==> config.mk <==
export PLATFORM = sky130hd
export DESIGN_NAME = crb_core_regs
export DESIGN_NICKNAME = d
export VERILOG_FILES = /design/src/hdl/crb_pkg.sv /design/src/hdl/crb_flag_alu.sv /design/src/hdl/crb_core_regs.sv
export VERILOG_INCLUDE_DIRS = /design/src /design/src/hdl
export SDC_FILE = /design/constraint.sdc
export NUM_CORES = 2
export LEC_CHECK = 0
export BUFFER_PORTS_ARGS = -buffer_cell sky130_fd_sc_hd__buf_2
export CAP_MARGIN = 15
export CORE_MARGIN = 2
export CORE_UTILIZATION = 35
export CTS_BUF_LIST = sky130_fd_sc_hd__clkbuf_4 sky130_fd_sc_hd__clkbuf_8
export DETAILED_ROUTE_END_ITERATION = 8
export PLACE_DENSITY = 0.57
export SLEW_MARGIN = 30
export SYNTH_ARGS = -nofsm -noshare
export SYNTH_HDL_FRONTEND = slang
export SYNTH_HIERARCHICAL = 1
export SYNTH_SLANG_ARGS = --single-unit
==> constraint.sdc <==
create_clock -name pclk -period 6.58 [get_ports pclk]
set_input_delay 1.645 -clock pclk [delete_from_list [all_inputs] [get_ports pclk]]
set_output_delay 1.645 -clock pclk [all_outputs]
set_load 0.03 [all_outputs]
==> src/hdl/crb_regs.svh <==
`ifndef CRB_REGS_SVH
`define CRB_REGS_SVH

// ----------------------------------------
// register offsets (byte addresses)
// ----------------------------------------
`define CRB_OFF_PC      8'h00
`define CRB_OFF_ACC     8'h04
`define CRB_OFF_TMP     8'h08
`define CRB_OFF_IDX     8'h0C
`define CRB_OFF_EP      8'h10
`define CRB_OFF_SP      8'h14
`define CRB_OFF_PSW     8'h18
`define CRB_OFF_OP      8'h1C
`define CRB_OFF_GSEL    8'h20
`define CRB_OFF_GDATA   8'h24
`define CRB_OFF_BANK    8'h28
`define CRB_OFF_REGION  8'h2C

// ----------------------------------------
// condition byte fields
// ----------------------------------------
`define CRB_CC_H        7
`define CRB_CC_I        6
`define CRB_CC_IL_HI    5
`define CRB_CC_IL_LO    4
`define CRB_CC_N        3
`define CRB_CC_Z        2
`define CRB_CC_V        1
`define CRB_CC_C        0

// ----------------------------------------
// reset values and memory map
// ----------------------------------------
`define CRB_PSW_RST     16'h0030
`define CRB_W16_RST     16'h0000
`define CRB_EXT_LO      16'h0180
`define CRB_EXT_HI      16'h01FF

`endif

==> src/hdl/crb_pkg.sv <==
package crb_pkg;

  typedef enum logic [2:0] {
    OP_ADD  = 3'h0,
    OP_ADDC = 3'h1,
    OP_SUB  = 3'h2,
    OP_SHL  = 3'h3,
    OP_SHR  = 3'h4,
    OP_DAA  = 3'h5,
    OP_ADDW = 3'h6
  } crb_op_e;

  typedef enum logic [1:0] {
    REG_IO   = 2'h0,
    REG_DATA = 2'h1,
    REG_PROG = 2'h2
  } crb_region_e;

endpackage

==> src/hdl/crb_flag_alu.sv <==
`timescale 1ns/1ps
module crb_flag_alu
  import crb_pkg::*;
(
  input  wire crb_op_e     op,
  input  wire logic [15:0] acc,
  input  wire logic [15:0] tmp,
  input  wire logic        cin,
  input  wire logic        hin,
  output logic      [15:0] res,
  output logic             n,
  output logic             z,
  output logic             v,
  output logic             c,
  output logic             h
);

  always_comb begin
    logic [8:0]  s9;
    logic [4:0]  s5;
    logic [16:0] s17;
    logic [7:0]  adj;
    logic        cx;
    s9  = '0;
    s5  = '0;
    s17 = '0;
    adj = 8'h00;
    cx  = (op == OP_ADDC) & cin;
    res = acc;
    v   = 1'b0;
    c   = cin;
    h   = hin;
    unique case (op)
      OP_ADD, OP_ADDC: begin
        s9  = {1'b0, acc[7:0]} + {1'b0, tmp[7:0]} + {8'h00, cx};
        s5  = {1'b0, acc[3:0]} + {1'b0, tmp[3:0]} + {4'h0, cx};
        res = {acc[15:8], s9[7:0]};
        c   = s9[8];
        h   = s5[4];
        v   = (acc[7] == tmp[7]) && (s9[7] != acc[7]);
      end
      OP_SUB: begin
        s9  = {1'b0, acc[7:0]} - {1'b0, tmp[7:0]};
        s5  = {1'b0, acc[3:0]} - {1'b0, tmp[3:0]};
        res = {acc[15:8], s9[7:0]};
        c   = s9[8];
        h   = s5[4];
        v   = (acc[7] != tmp[7]) && (s9[7] != acc[7]);
      end
      OP_SHL: begin
        res = {acc[15:8], acc[6:0], cin};
        c   = acc[7];
      end
      OP_SHR: begin
        res = {acc[15:8], cin, acc[7:1]};
        c   = acc[0];
      end
      OP_DAA: begin
        if (hin || (acc[3:0] > 4'h9)) begin
          adj[3:0] = 4'h6;
        end
        if (cin || (acc[7:0] > 8'h99)) begin
          adj[7:4] = 4'h6;
        end
        s9  = {1'b0, acc[7:0]} + {1'b0, adj};
        s5  = {1'b0, acc[3:0]} + {1'b0, adj[3:0]};
        res = {acc[15:8], s9[7:0]};
        c   = cin | (acc[7:0] > 8'h99);
        h   = s5[4];
      end
      OP_ADDW: begin
        s17 = {1'b0, acc} + {1'b0, tmp};
        s5  = {1'b0, acc[3:0]} + {1'b0, tmp[3:0]};
        res = s17[15:0];
        c   = s17[16];
        h   = s5[4];
        v   = (acc[15] == tmp[15]) && (s17[15] != acc[15]);
      end
      default: begin
        res = acc;
      end
    endcase
    // byte operations judge only the low byte
    n = (op == OP_ADDW) ? res[15] : res[7];
    z = (op == OP_ADDW) ? (res == 16'h0000) : (res[7:0] == 8'h00);
  end

endmodule

==> src/hdl/crb_core_regs.sv <==
// Local design decisions: the register offsets and register access over APB.
`timescale 1ns/1ps
`include "crb_regs.svh"
// Behaviour
// - a 16-bit instruction pointer locates the next instruction to fetch
// - 16-bit accumulator takes results; byte operations touch only its low byte
// - 16-bit temporary accumulator is the second operand; bytes use low byte
// - 16-bit index register, extra pointer and stack pointer are held
// - status word: upper byte is bank pointer, lower byte is condition byte
// - half-carry follows carry or borrow between bits 3 and 4
// - interrupt enable permits interrupts when 1; reset clears it
// - interrupt taken only when request level beats current level; 11 is lowest
// - negative flag copies result msb
// - zero flag set exactly when result is zero
// - overflow flag marks two's-complement overflow
// - carry flag marks carry or borrow out of bit 7, out of bit 15 for the word add
// - shifts load carry with the bit shifted out
// - 8-bit general registers, eight per bank, up to 32 banks
// - general register accesses use the bank chosen by the bank pointer
// - small variant: upper 16 banks need external memory at 0180-01FF
// - one 64 KB space: I/O lowest, data above, program with vectors at top
module crb_core_regs
  import crb_pkg::*;
#(
  parameter logic [5:0]  INT_BANKS  = 6'd32,
  parameter logic [15:0] BANK_BASE  = 16'h0100,
  parameter int          BANK_SHIFT = 3,
  parameter logic [15:0] IO_TOP     = 16'h007F,
  parameter logic [15:0] DATA_TOP   = 16'h7FFF
) (
  input  wire logic        pclk,
  input  wire logic        presetn,
  input  wire logic        psel,
  input  wire logic        penable,
  input  wire logic        pwrite,
  input  wire logic [7:0]  paddr,
  input  wire logic [31:0] pwdata,
  output logic      [31:0] prdata,
  output logic             pready,
  output logic             pslverr,
  input  wire logic        irq_req,
  input  wire logic [1:0]  irq_level,
  input  wire logic        ext_bank_en,
  output logic             irq_take,
  output logic             ie_flag
);

  // ----------------------------------------
  // state
  // ----------------------------------------
  logic [15:0] pc_ff,  nxt_pc;
  logic [15:0] acc_ff, nxt_acc;
  logic [15:0] tmp_ff, nxt_tmp;
  logic [15:0] idx_ff, nxt_idx;
  logic [15:0] ep_ff,  nxt_ep;
  logic [15:0] sp_ff,  nxt_sp;
  logic [15:0] psw_ff, nxt_psw;
  logic [2:0]  op_ff,  nxt_op;
  logic [2:0]  gsel_ff, nxt_gsel;
  logic [31:0] prdata_ff, nxt_prdata;
  logic        pready_ff, nxt_pready;
  logic        pslverr_ff, nxt_pslverr;
  logic        take_ff, nxt_take;
  logic [7:0]  gpr_mem [0:255];

  logic        setup;
  logic        access;
  logic        wr_go;
  logic        op_go;
  logic        gpr_wr;
  logic        mapped;
  logic        bank_ok;
  logic [4:0]  bank;
  logic [7:0]  gaddr;
  logic [15:0] bank_addr;
  crb_region_e region;
  crb_op_e     alu_op;
  logic [15:0] alu_res;
  logic        fn, fz, fv, fc, fh;

  // ----------------------------------------
  // bank address and region decode
  // ----------------------------------------
  // conversion kept behind parameters so another map can be dropped in
  function automatic logic [15:0] bank_base(input logic [4:0] rp);
    return BANK_BASE + 16'({11'h000, rp} << BANK_SHIFT);
  endfunction

  function automatic crb_region_e region_of(input logic [15:0] a);
    if (a <= IO_TOP) begin
      return REG_IO;
    end else if (a <= DATA_TOP) begin
      return REG_DATA;
    end
    return REG_PROG;
  endfunction

  assign bank      = psw_ff[12:8];
  assign bank_addr = bank_base(bank);
  assign region    = region_of(ep_ff);
  assign gaddr     = {bank, gsel_ff};
  // banks beyond the internal ones answer only when external ram is decoded
  assign bank_ok   = ({1'b0, bank} < INT_BANKS) ||
                     (ext_bank_en && (bank_addr >= `CRB_EXT_LO) &&
                      (bank_addr <= `CRB_EXT_HI));

  // ----------------------------------------
  // apb decode
  // ----------------------------------------
  assign setup  = psel & ~penable;
  assign access = psel & penable & pready_ff;
  assign wr_go  = access & pwrite & ~pslverr_ff;
  assign op_go  = wr_go & (paddr == `CRB_OFF_OP);
  assign gpr_wr = wr_go & (paddr == `CRB_OFF_GDATA);
  assign alu_op = crb_op_e'(pwdata[2:0]);

  always_comb begin
    unique case (paddr)
      `CRB_OFF_PC, `CRB_OFF_ACC, `CRB_OFF_TMP, `CRB_OFF_IDX,
      `CRB_OFF_EP, `CRB_OFF_SP, `CRB_OFF_PSW, `CRB_OFF_OP,
      `CRB_OFF_GSEL, `CRB_OFF_BANK, `CRB_OFF_REGION: mapped = 1'b1;
      `CRB_OFF_GDATA: mapped = bank_ok;
      default: mapped = 1'b0;
    endcase
  end

  crb_flag_alu u_alu (
    .op  (alu_op),
    .acc (acc_ff),
    .tmp (tmp_ff),
    .cin (psw_ff[`CRB_CC_C]),
    .hin (psw_ff[`CRB_CC_H]),
    .res (alu_res),
    .n   (fn),
    .z   (fz),
    .v   (fv),
    .c   (fc),
    .h   (fh)
  );

  // ----------------------------------------
  // next state
  // ----------------------------------------
  always_comb begin
    nxt_pc      = pc_ff;
    nxt_acc     = acc_ff;
    nxt_tmp     = tmp_ff;
    nxt_idx     = idx_ff;
    nxt_ep      = ep_ff;
    nxt_sp      = sp_ff;
    nxt_psw     = psw_ff;
    nxt_op      = op_ff;
    nxt_gsel    = gsel_ff;
    nxt_pready  = setup;
    nxt_pslverr = setup & ~mapped;
    nxt_prdata  = 32'h0000_0000;
    // read data is captured in setup so the answer comes from a flop
    if (setup && !pwrite && mapped) begin
      unique case (paddr)
        `CRB_OFF_PC:     nxt_prdata = {16'h0000, pc_ff};
        `CRB_OFF_ACC:    nxt_prdata = {16'h0000, acc_ff};
        `CRB_OFF_TMP:    nxt_prdata = {16'h0000, tmp_ff};
        `CRB_OFF_IDX:    nxt_prdata = {16'h0000, idx_ff};
        `CRB_OFF_EP:     nxt_prdata = {16'h0000, ep_ff};
        `CRB_OFF_SP:     nxt_prdata = {16'h0000, sp_ff};
        `CRB_OFF_PSW:    nxt_prdata = {16'h0000, psw_ff};
        `CRB_OFF_OP:     nxt_prdata = {29'h0, op_ff};
        `CRB_OFF_GSEL:   nxt_prdata = {29'h0, gsel_ff};
        `CRB_OFF_GDATA:  nxt_prdata = {24'h00_0000, gpr_mem[gaddr]};
        `CRB_OFF_BANK:   nxt_prdata = {16'h0000, bank_addr};
        `CRB_OFF_REGION: nxt_prdata = {30'h0, region};
        default:         nxt_prdata = 32'h0000_0000;
      endcase
    end
    if (wr_go) begin
      unique case (paddr)
        `CRB_OFF_PC:   nxt_pc   = pwdata[15:0];
        `CRB_OFF_ACC:  nxt_acc  = pwdata[15:0];
        `CRB_OFF_TMP:  nxt_tmp  = pwdata[15:0];
        `CRB_OFF_IDX:  nxt_idx  = pwdata[15:0];
        `CRB_OFF_EP:   nxt_ep   = pwdata[15:0];
        `CRB_OFF_SP:   nxt_sp   = pwdata[15:0];
        `CRB_OFF_PSW:  nxt_psw  = {3'b000, pwdata[12:0]};
        `CRB_OFF_GSEL: nxt_gsel = pwdata[2:0];
        default: ;
      endcase
    end
    // an operation write with a code other than 7 executes one instruction on acc and tmp
    if (op_go && (pwdata[2:0] != 3'h7)) begin
      nxt_op                = pwdata[2:0];
      nxt_acc               = alu_res;
      nxt_pc                = pc_ff + 16'h0001;
      nxt_psw[`CRB_CC_N]    = fn;
      nxt_psw[`CRB_CC_Z]    = fz;
      nxt_psw[`CRB_CC_V]    = fv;
      nxt_psw[`CRB_CC_C]    = fc;
      nxt_psw[`CRB_CC_H]    = fh;
    end
    // level 0 is highest; current level 0 therefore blocks all requests
    nxt_take = irq_req && psw_ff[`CRB_CC_I] &&
               (irq_level < psw_ff[`CRB_CC_IL_HI:`CRB_CC_IL_LO]);
  end

  // ----------------------------------------
  // registers
  // ----------------------------------------
  always_ff @(posedge pclk or negedge presetn) begin
    if (!presetn) begin
      pc_ff      <= `CRB_W16_RST;
      acc_ff     <= `CRB_W16_RST;
      tmp_ff     <= `CRB_W16_RST;
      idx_ff     <= `CRB_W16_RST;
      ep_ff      <= `CRB_W16_RST;
      sp_ff      <= `CRB_W16_RST;
      psw_ff     <= `CRB_PSW_RST;
      op_ff      <= 3'h0;
      gsel_ff    <= 3'h0;
      prdata_ff  <= 32'h0000_0000;
      pready_ff  <= 1'b0;
      pslverr_ff <= 1'b0;
      take_ff    <= 1'b0;
    end else begin
      pc_ff      <= nxt_pc;
      acc_ff     <= nxt_acc;
      tmp_ff     <= nxt_tmp;
      idx_ff     <= nxt_idx;
      ep_ff      <= nxt_ep;
      sp_ff      <= nxt_sp;
      psw_ff     <= nxt_psw;
      op_ff      <= nxt_op;
      gsel_ff    <= nxt_gsel;
      prdata_ff  <= nxt_prdata;
      pready_ff  <= nxt_pready;
      pslverr_ff <= nxt_pslverr;
      take_ff    <= nxt_take;
    end
  end

  // no reset on the bank memory: software is expected to load it
  always_ff @(posedge pclk) begin
    if (gpr_wr) begin
      gpr_mem[gaddr] <= pwdata[7:0];
    end
  end

  assign prdata   = prdata_ff;
  assign pready   = pready_ff;
  assign pslverr  = pslverr_ff;
  assign irq_take = take_ff;
  assign ie_flag  = psw_ff[`CRB_CC_I];

  // ----------------------------------------
  // checks
  // ----------------------------------------
  ie_reset_a: assert property (@(posedge pclk) $rose(presetn) |-> !psw_ff[`CRB_CC_I])
    else $error("interrupt enable not clear after reset");

  irq_gate_a: assert property (@(posedge pclk) disable iff (!presetn)
    irq_take |-> $past(irq_req) && $past(psw_ff[`CRB_CC_I]) &&
                 ($past(irq_level) < $past(psw_ff[5:4])))
    else $error("interrupt taken without enable or priority");

  zero_flag_a: assert property (@(posedge pclk) disable iff (!presetn)
    (op_go && alu_op != OP_ADDW && pwdata[2:0] != 3'h7) |=>
      (psw_ff[`CRB_CC_Z] == (acc_ff[7:0] == 8'h00)))
    else $error("zero flag disagrees with result");

  neg_flag_a: assert property (@(posedge pclk) disable iff (!presetn)
    (op_go && alu_op != OP_ADDW && pwdata[2:0] != 3'h7) |=>
      (psw_ff[`CRB_CC_N] == acc_ff[7]))
    else $error("negative flag disagrees with result msb");

  add_carry_a: assert property (@(posedge pclk) disable iff (!presetn)
    (op_go && alu_op == OP_ADD) |=>
      (psw_ff[`CRB_CC_C] == (({1'b0, $past(acc_ff[7:0])} + {1'b0, $past(tmp_ff[7:0])}) > 9'h0FF)))
    else $error("carry flag wrong after add");

  half_carry_a: assert property (@(posedge pclk) disable iff (!presetn)
    (op_go && alu_op == OP_ADD) |=>
      (psw_ff[`CRB_CC_H] == (({1'b0, $past(acc_ff[3:0])} + {1'b0, $past(tmp_ff[3:0])}) > 5'h0F)))
    else $error("half carry wrong after add");

  shift_carry_a: assert property (@(posedge pclk) disable iff (!presetn)
    (op_go && alu_op == OP_SHL) |=> (psw_ff[`CRB_CC_C] == $past(acc_ff[7])))
    else $error("shift did not load carry with shifted bit");

  sub_ovf_a: assert property (@(posedge pclk) disable iff (!presetn)
    (op_go && alu_op == OP_SUB) |=> (psw_ff[`CRB_CC_V] ==
      (($past(acc_ff[7]) != $past(tmp_ff[7])) && (acc_ff[7] != $past(acc_ff[7])))))
    else $error("overflow flag wrong after subtract");

  byte_high_a: assert property (@(posedge pclk) disable iff (!presetn)
    (op_go && alu_op != OP_ADDW) |=> (acc_ff[15:8] == $past(acc_ff[15:8])))
    else $error("byte operation changed accumulator high byte");

  pc_step_a: assert property (@(posedge pclk) disable iff (!presetn)
    (op_go && pwdata[2:0] != 3'h7) |=> (pc_ff == $past(pc_ff) + 16'h0001))
    else $error("instruction pointer did not advance");

  bank_err_a: assert property (@(posedge pclk) disable iff (!presetn)
    (setup && paddr == `CRB_OFF_GDATA && !bank_ok) |=> (pready && pslverr))
    else $error("unavailable bank not refused");

endmodule

# ---- Yosys cells after proc, flatten, opt, wreduce, memory -nomap -nowiden
# Memory sizes are Yosys's and may differ from the RTL's.
# Index checks and enable logic that the tools add are counted.
dict set report op_classes {
  addsub 11
  magnitude_cmp 5
  eq_ne 26
  muxes 30
  bitwise_logic 13
  reduce_logical 32
}
# cell count
set ops {}
lappend ops {{16-bit one-hot mux with 12 select lines} 1}
lappend ops {{16-bit two-way mux} 7}
lappend ops {{16-bit one-hot mux with 6 select lines} 1}
lappend ops {{8-bit by 5-bit == test with 1-bit output, second input constant} 4}
lappend ops {{8-bit by 6-bit == test with 1-bit output, second input constant} 4}
lappend ops {{2-bit AND reduction} 9}
lappend ops {{16-bit by 16-bit adder with 17-bit output} 1}
lappend ops {{16-bit by 1-bit adder with 16-bit output, second input constant} 1}
lappend ops {{8-bit by 4-bit == test with 1-bit output, second input constant} 2}
lappend ops {{16-bit by 15-bit less-or-equal comparator with 1-bit output, second input constant} 1}
lappend ops {{16-bit by 7-bit less-or-equal comparator with 1-bit output, second input constant} 1}
lappend ops {{16-bit zero test} 1}
lappend ops {{8-bit zero test} 2}
lappend ops {{8-bit two-way mux} 2}
lappend ops {{4-bit two-way mux} 3}
lappend ops {{12-bit OR reduction} 1}
lappend ops {{4-bit by 4-bit adder with 5-bit output} 2}
lappend ops {{9-bit by 8-bit adder with 10-bit output, first input constant} 1}
lappend ops {{8-bit by 8-bit adder with 9-bit output} 1}
lappend ops {{9-bit by 1-bit adder with 9-bit output} 1}
lappend ops {{1-bit bitwise AND} 9}
lappend ops {{3-bit == test, second input constant} 3}
lappend ops {{8-bit by 8-bit subtractor with 9-bit output} 1}
lappend ops {{8-bit adder} 1}
lappend ops {{other kinds (28)} 57}
dict set report word_totals {
  ff_bits 150
  ram_bits 2048
  out_inout_bits 36
  word_cells 134
  mem_count 1
}
# memory words word_bits rd rd_clocked_by_memory_dff write_ports line_no
set memory_table {}
lappend memory_table {gpr_mem 256 8 1 0 1 crb_core_regs.sv:64} ;# logic [7:0] gpr_mem [0:255];

# ---- Logic depth before layout (Yosys ltp)
dict set report logic_depth {
  ltp_word 9
  ltp_mapped 17
  mapped_depth_nobuf 16
}

# ---- Hierarchy
# The synthesis kept the hierarchy.
# module instances cells_each area_each_um2
set by_module_without_submodules {}
lappend by_module_without_submodules {crb_core_regs 1 4334 85533.3}
lappend by_module_without_submodules {crb_flag_alu 1 375 2567.5}

# ---- Worst setup path after synthesis
# No wires, ideal clock.
dict set report synth_timing {
  path_kind {input-to-reg}
  from {input port pwdata[0]}
  to {register psw_ff[2]}
  setup_time_ps 83
  arrival_ps 4850
  setup_slack_ps 1647
  cell_stages 17
  path_buffers 3
  path_cell_list {buf_2 > clkbuf_1 > clkbuf_1 > and3_1 > fa_1 > inv_1 > fa_1 > o21bai_1 > a21oi_1 > a211oi_1 > a211oi_1 > o41ai_1 > a21oi_1 > or3_1 > nor4_2 > nand2_1 > o21ai_0}
}
dict set report synth_via {
  elab_chain_len 7
  elab_cells_between_ends 20
  classes_between {add/sub: 1; eq/ne: 7; mux: 3; bitwise: 1; reduce/logical: 8}
}
# element line_no
set synth_rtl {}
lappend synth_rtl {{start, declared} crb_core_regs.sv:37} ;# input wire logic [31:0] pwdata,
lappend synth_rtl {{3-bit by 1-bit == test with 1-bit output} {crb_flag_alu.sv:28, crb_flag_alu.sv:33}}
lappend synth_rtl {{1-bit bitwise AND} crb_flag_alu.sv:28} ;# cx = (op == OP_ADDC) & cin;
lappend synth_rtl {{9-bit by 1-bit adder with 9-bit output} crb_flag_alu.sv:35} ;# s9 = {1'b0, acc[7:0]} + {1'b0, tmp[7:0]} + {8'h00, cx};
lappend synth_rtl {{16-bit one-hot mux with 6 select lines (*)} crb_flag_alu.sv:33} ;# unique case (op)
lappend synth_rtl {{net alu_res[4]} crb_core_regs.sv:78} ;# logic [15:0] alu_res;
lappend synth_rtl {{16-bit zero test / 8-bit zero test (equally long branches)} crb_flag_alu.sv:85} ;# z = (op == OP_ADDW) ? (res == 16'h0000) : (res[7:0] == 8'h00);
lappend synth_rtl {{1-bit two-way mux (*)} crb_flag_alu.sv:85}
lappend synth_rtl {{net fz} crb_core_regs.sv:79} ;# logic fn, fz, fv, fc, fh;
lappend synth_rtl {{4-bit two-way mux (*)} crb_core_regs.sv:189} ;# if (op_go && (pwdata[2:0] != 3'h7)) begin
lappend synth_rtl {{end signal, assigned} crb_core_regs.sv:215} ;# psw_ff <= `CRB_PSW_RST;
lappend synth_rtl {{end signal, assigned} crb_core_regs.sv:229} ;# psw_ff <= nxt_psw;
lappend synth_rtl {{end, declared} crb_core_regs.sv:57} ;# logic [15:0] psw_ff, nxt_psw;
# The timed path passes the listed nets; every way through them passes the cells marked *.
# A chain may end at the register's enable or synchronous reset.

# ---- Worst setup path in the final report
dict set report layout_timing {
  from {register gsel_ff[0]}
  to {register prdata_ff[1] (netlist: prdata[1])}
}
dict set report layout_via {
  elab_chain_len 3
}
# element line_no
set layout_rtl {}
lappend layout_rtl {{start, declared} crb_core_regs.sv:59} ;# logic [2:0] gsel_ff, nxt_gsel;
lappend layout_rtl {{start signal, assigned} crb_core_regs.sv:231} ;# gsel_ff <= nxt_gsel;
lappend layout_rtl {{memory read 256 x 8 bit} --}
lappend layout_rtl {{16-bit one-hot mux with 12 select lines} crb_core_regs.sv:159} ;# unique case (paddr)
lappend layout_rtl {{16-bit two-way mux} crb_core_regs.sv:158} ;# if (setup && !pwrite && mapped) begin
lappend layout_rtl {{net nxt_prdata[1]} crb_core_regs.sv:60} ;# logic [31:0] prdata_ff, nxt_prdata;
lappend layout_rtl {{end signal, assigned} crb_core_regs.sv:232} ;# prdata_ff <= nxt_prdata;
lappend layout_rtl {{end, declared} crb_core_regs.sv:60}
# The timed path passes the listed nets, and every way through them passes these cells.

==> impl_metrics.env <==
export IMPL_synth_distinct_cells=96
export IMPL_grt_usage=0.184
export IMPL_cts_tree="built"
export IMPL_p_clk_frac=0.424
export IMPL_cts_buffers_inserted=362
export IMPL_cts_resized=0
export IMPL_synth_main_ff_cell="edfxtp_1"
export IMPL_finalWirelength_um=239000
export IMPL_die_y_um=506
export IMPL_io_pins=85
export IMPL_dieArea_um2=256000
export IMPL_peakVddDrop_mv=0.184
export IMPL_end_kind="register"
export IMPL_synth_area_um2=88100
export IMPL_setup_viol_count_final=0
export IMPL_synth_simple_area_share=0.0410
export IMPL_cts_root_buf="clkbuf_8"
export IMPL_dr_pass1_iters=6
export IMPL_routedWlPerCell_um=27.8
export IMPL_antenna_found_initial=11
export IMPL_slowest_stage="dfrtp_4"
export IMPL_antenna_left=0
export IMPL_fin_crit_sh=0.732
export IMPL_drc_errors=0
export IMPL_maxCapViolations=0
export IMPL_drive_gt1_frac=0.245
export IMPL_slew_headroom=0.308
export IMPL_post_cts_buffers=0
export IMPL_finalClockSkew_ps=130
export IMPL_max_stage_delay_ps=940
export IMPL_synth_top_family_by_area="multiplexers"
export IMPL_viasPerCell=5.48
export IMPL_hold_class="reg -> reg"
export IMPL_clkTransAtPathRegs_ps=70
export IMPL_status="completed"
export IMPL_intPower_w=0.0215
export IMPL_grt_max_degree=209
export IMPL_final_nets=5065
export IMPL_grt_overflow=0
export IMPL_ys_ff_latch=2182
export IMPL_seq_power_share=0.560
export IMPL_via_count=47100
export IMPL_yosys_area_share_xor_xnor=0.00179
export IMPL_drv_slew=0
export IMPL_clock_latency_ps=1070
export IMPL_first_global_vias=47300
export IMPL_crit_chain="buf_4, mux4_2, mux4_2, a211o_1, o41ai_1, o2111ai_1"
export IMPL_syn_inst=4709
export IMPL_swShare=0.208
export IMPL_synthAdderAreaFrac=0.00611
export IMPL_rsz0062_at_grt="no"
export IMPL_cp_arrival_ps=5480
export IMPL_ys_async_sr_fraction=0.0614
export IMPL_routabilityCongestion=0.846
export IMPL_avgSynthCellArea_um2=18.7
export IMPL_criticalPathCategory="reg -> reg"
export IMPL_power_leakage_nw=30.9
export IMPL_cts_hold_buf=0
export IMPL_cp_buffers_inverters=1
export IMPL_worstMarginPinSlew_ps=1030
export IMPL_synth_mux_area_frac=0.145
export IMPL_cts_sinks=2182
export IMPL_crit_required_ps=7240
export IMPL_cp_top_family="compound AO/OA/AOI/OAI gates"
export IMPL_fin_util=0.396
export IMPL_grt_pass1_wl_um=343000
export IMPL_std_cell_rows=184
export IMPL_hold_viol_final=0
export IMPL_finalSetupTns_ps=0
export IMPL_clock_tree_buffer_depth=4
export IMPL_fmax_mhz=208
export IMPL_synth_edf_count=2048
export IMPL_hpwlAfterDp_um=149000
export IMPL_synth_yosys_seq_area_share=0.736
export IMPL_crit_path_max_fanout=28
export IMPL_cp_start_kind="register"
export IMPL_htree_levels=5
export IMPL_min_period_ps=4820
export IMPL_area_growth_syn_to_layout_pct=12.8
export IMPL_die_x_um=506
export IMPL_pwr_density_cell_nw_per_um2=273
export IMPL_port_buffers=51
export IMPL_ys_warnings_count=6
export IMPL_p_comb_frac=0.015
export IMPL_drt_iter0_markers=5158
export IMPL_start_util=0.351
export IMPL_synth_compound_area_frac=0.0502
export IMPL_path_common_cell="mux4_2"
export IMPL_core_area_um2=251000
export IMPL_p_switching_w=0.00564
==> power groups by stage <==
stage	clock [W]	combinational [W]	sequential, W
3_3_place_gp	0	0.000404	0.0155
5_1_grt	0.0123	0.000450	0.0152
6_report	0.0115	0.000415	0.0152
4_1_cts	0.0117	0.000419	0.0152
3_5_place_dp	0	0.000419	0.0155
2_1_floorplan	0	0.000102	0.0155
==> synthesized netlist by cell type (62+ instances only) <==
library cell | n | area [um2]
a22oi_1 | 143 | 1070
buf_4 | 62 | 465
clkbuf_1 | 164 | 616
dfrtp_1 | 132 | 3300
edfxtp_1 | 2048 | 61500
mux2_2 | 92 | 1040
mux2i_1 | 256 | 2560
mux4_2 | 400 | 9010
nand2_1 | 151 | 567
nand3_1 | 82 | 410
nor2_1 | 334 | 1250
o21ai_0 | 73 | 365
==> layer usage <==
metal	vias to the layer above	wire length (um)	global-route usage	share of wire
met5	-	7	0	0.000029
met4	2	5800	0.0509	0.024
met3	370	17400	0.0348	0.073
met2	1902	115000	0.295	0.48
met1	24900	101000	0.255	0.42
li1	19900	-	-	-
==> metrics by stage <==
step | total power, W | setup WS [ps] | cells | instance area, um2 | hold WS, ps
2_1_floorplan | 0.0156 | 1650 | 4724 | 88200 | 446
3_3_place_gp | 0.0159 | 971 | 7958 | 92500 | 467
3_5_place_dp | 0.0159 | 997 | 7958 | 92500 | 469
4_1_cts | 0.0273 | 1700 | 8572 | 99300 | 485
5_1_grt | 0.0280 | 1800 | 8580 | 99400 | 510
6_report | 0.0271 | 1760 | 8583 | 99400 | 484
==> worst reg2reg max path: cells and delay by family (launching register included) <==
kind	cells	cell delay, ps
flip-flops	1	940
multiplexers	2	1130
AO/OA/AOI/OAI	3	1800
buffers and inverters	1	560
==> layout by cell type, fill, tap and decap left out, types with 16 or more instances in the layout <==
cell type  instances
edfxtp_1        2048
mux4_2           400
clkbuf_8         375
nor2_1           329
mux2i_1          256
nand2_1          149
a22oi_1          143
dfrtp_1          128
clkbuf_4         118
buf_4            117
mux2_2            92
nand3_1           81
clkinv_1          76
o21ai_0           73
o22ai_1           56
a21oi_1           55
buf_2             42
a221oi_1          41
inv_1             37
a31oi_1           35
ha_1              35
a22o_1            32
clkinv_2          32
nand4_1           27
and3_1            23
buf_12            22
nor2b_1           21
o211ai_1          18
a211oi_1          16
conb_1            16
==> sequential cells by signal (all words and copies together), names as in the netlist <==
| name | count |
|---|---|
| pslverr | 1 |
| idx_ff | 16 |
| op_ff | 3 |
| prdata | 16 |
| ep_ff | 16 |
| sp_ff | 16 |
| gsel_ff | 3 |
| gpr_mem | 2048 |
| tmp_ff | 16 |
| irq_take | 1 |
| psw_ff | 13 |
| pready | 1 |
| pc_ff | 16 |
| acc_ff | 16 |
==> path summary, 6_finish.rpt <==
kind                                   startpoint               endpoint  slack, ps  depth (start not counted)
hold reg to reg              op_ff[2]$_DFFE_PN0P_   op_ff[2]$_DFFE_PN0P_        480                          2
setup / recovery           gsel_ff[0]$_DFFE_PN0P_    prdata[1]$_DFF_PN0_       1760                          6
hold / removal               op_ff[2]$_DFFE_PN0P_   op_ff[2]$_DFFE_PN0P_        480                          2
min in group asynchronous                 presetn  sp_ff[14]$_DFFE_PN0P_        690                          1
setup reg to reg           gsel_ff[0]$_DFFE_PN0P_    prdata[1]$_DFF_PN0_       1760                          6
max in group asynchronous                 presetn  acc_ff[0]$_DFFE_PN0P_       4760                          2
==> cell families (layout without fill, tap and decap cells) <==
family,Yosys count,count (layout)
other cells,1,25
xor+xnor,18,18
fa+ha+maj,40,40
simple gates,763,763
mux,754,754
compound gates,605,605
buf+inv,346,848
flops,2182,2182
==> cell type report <==
class / count / area (um2)
diodes: 9 / 22.5
clock inverters: 122 / 743
repair buffers: 195 / 1740
well taps: 3348 / 4190
clock buffers: 492 / 6030
inverters: 39 / 146
multi-input cells: 2196 / 21600
flip-flops and latches: 2182 / 64900
fillers: 22700 / 152000
Power figures use the tool's default switching activity.
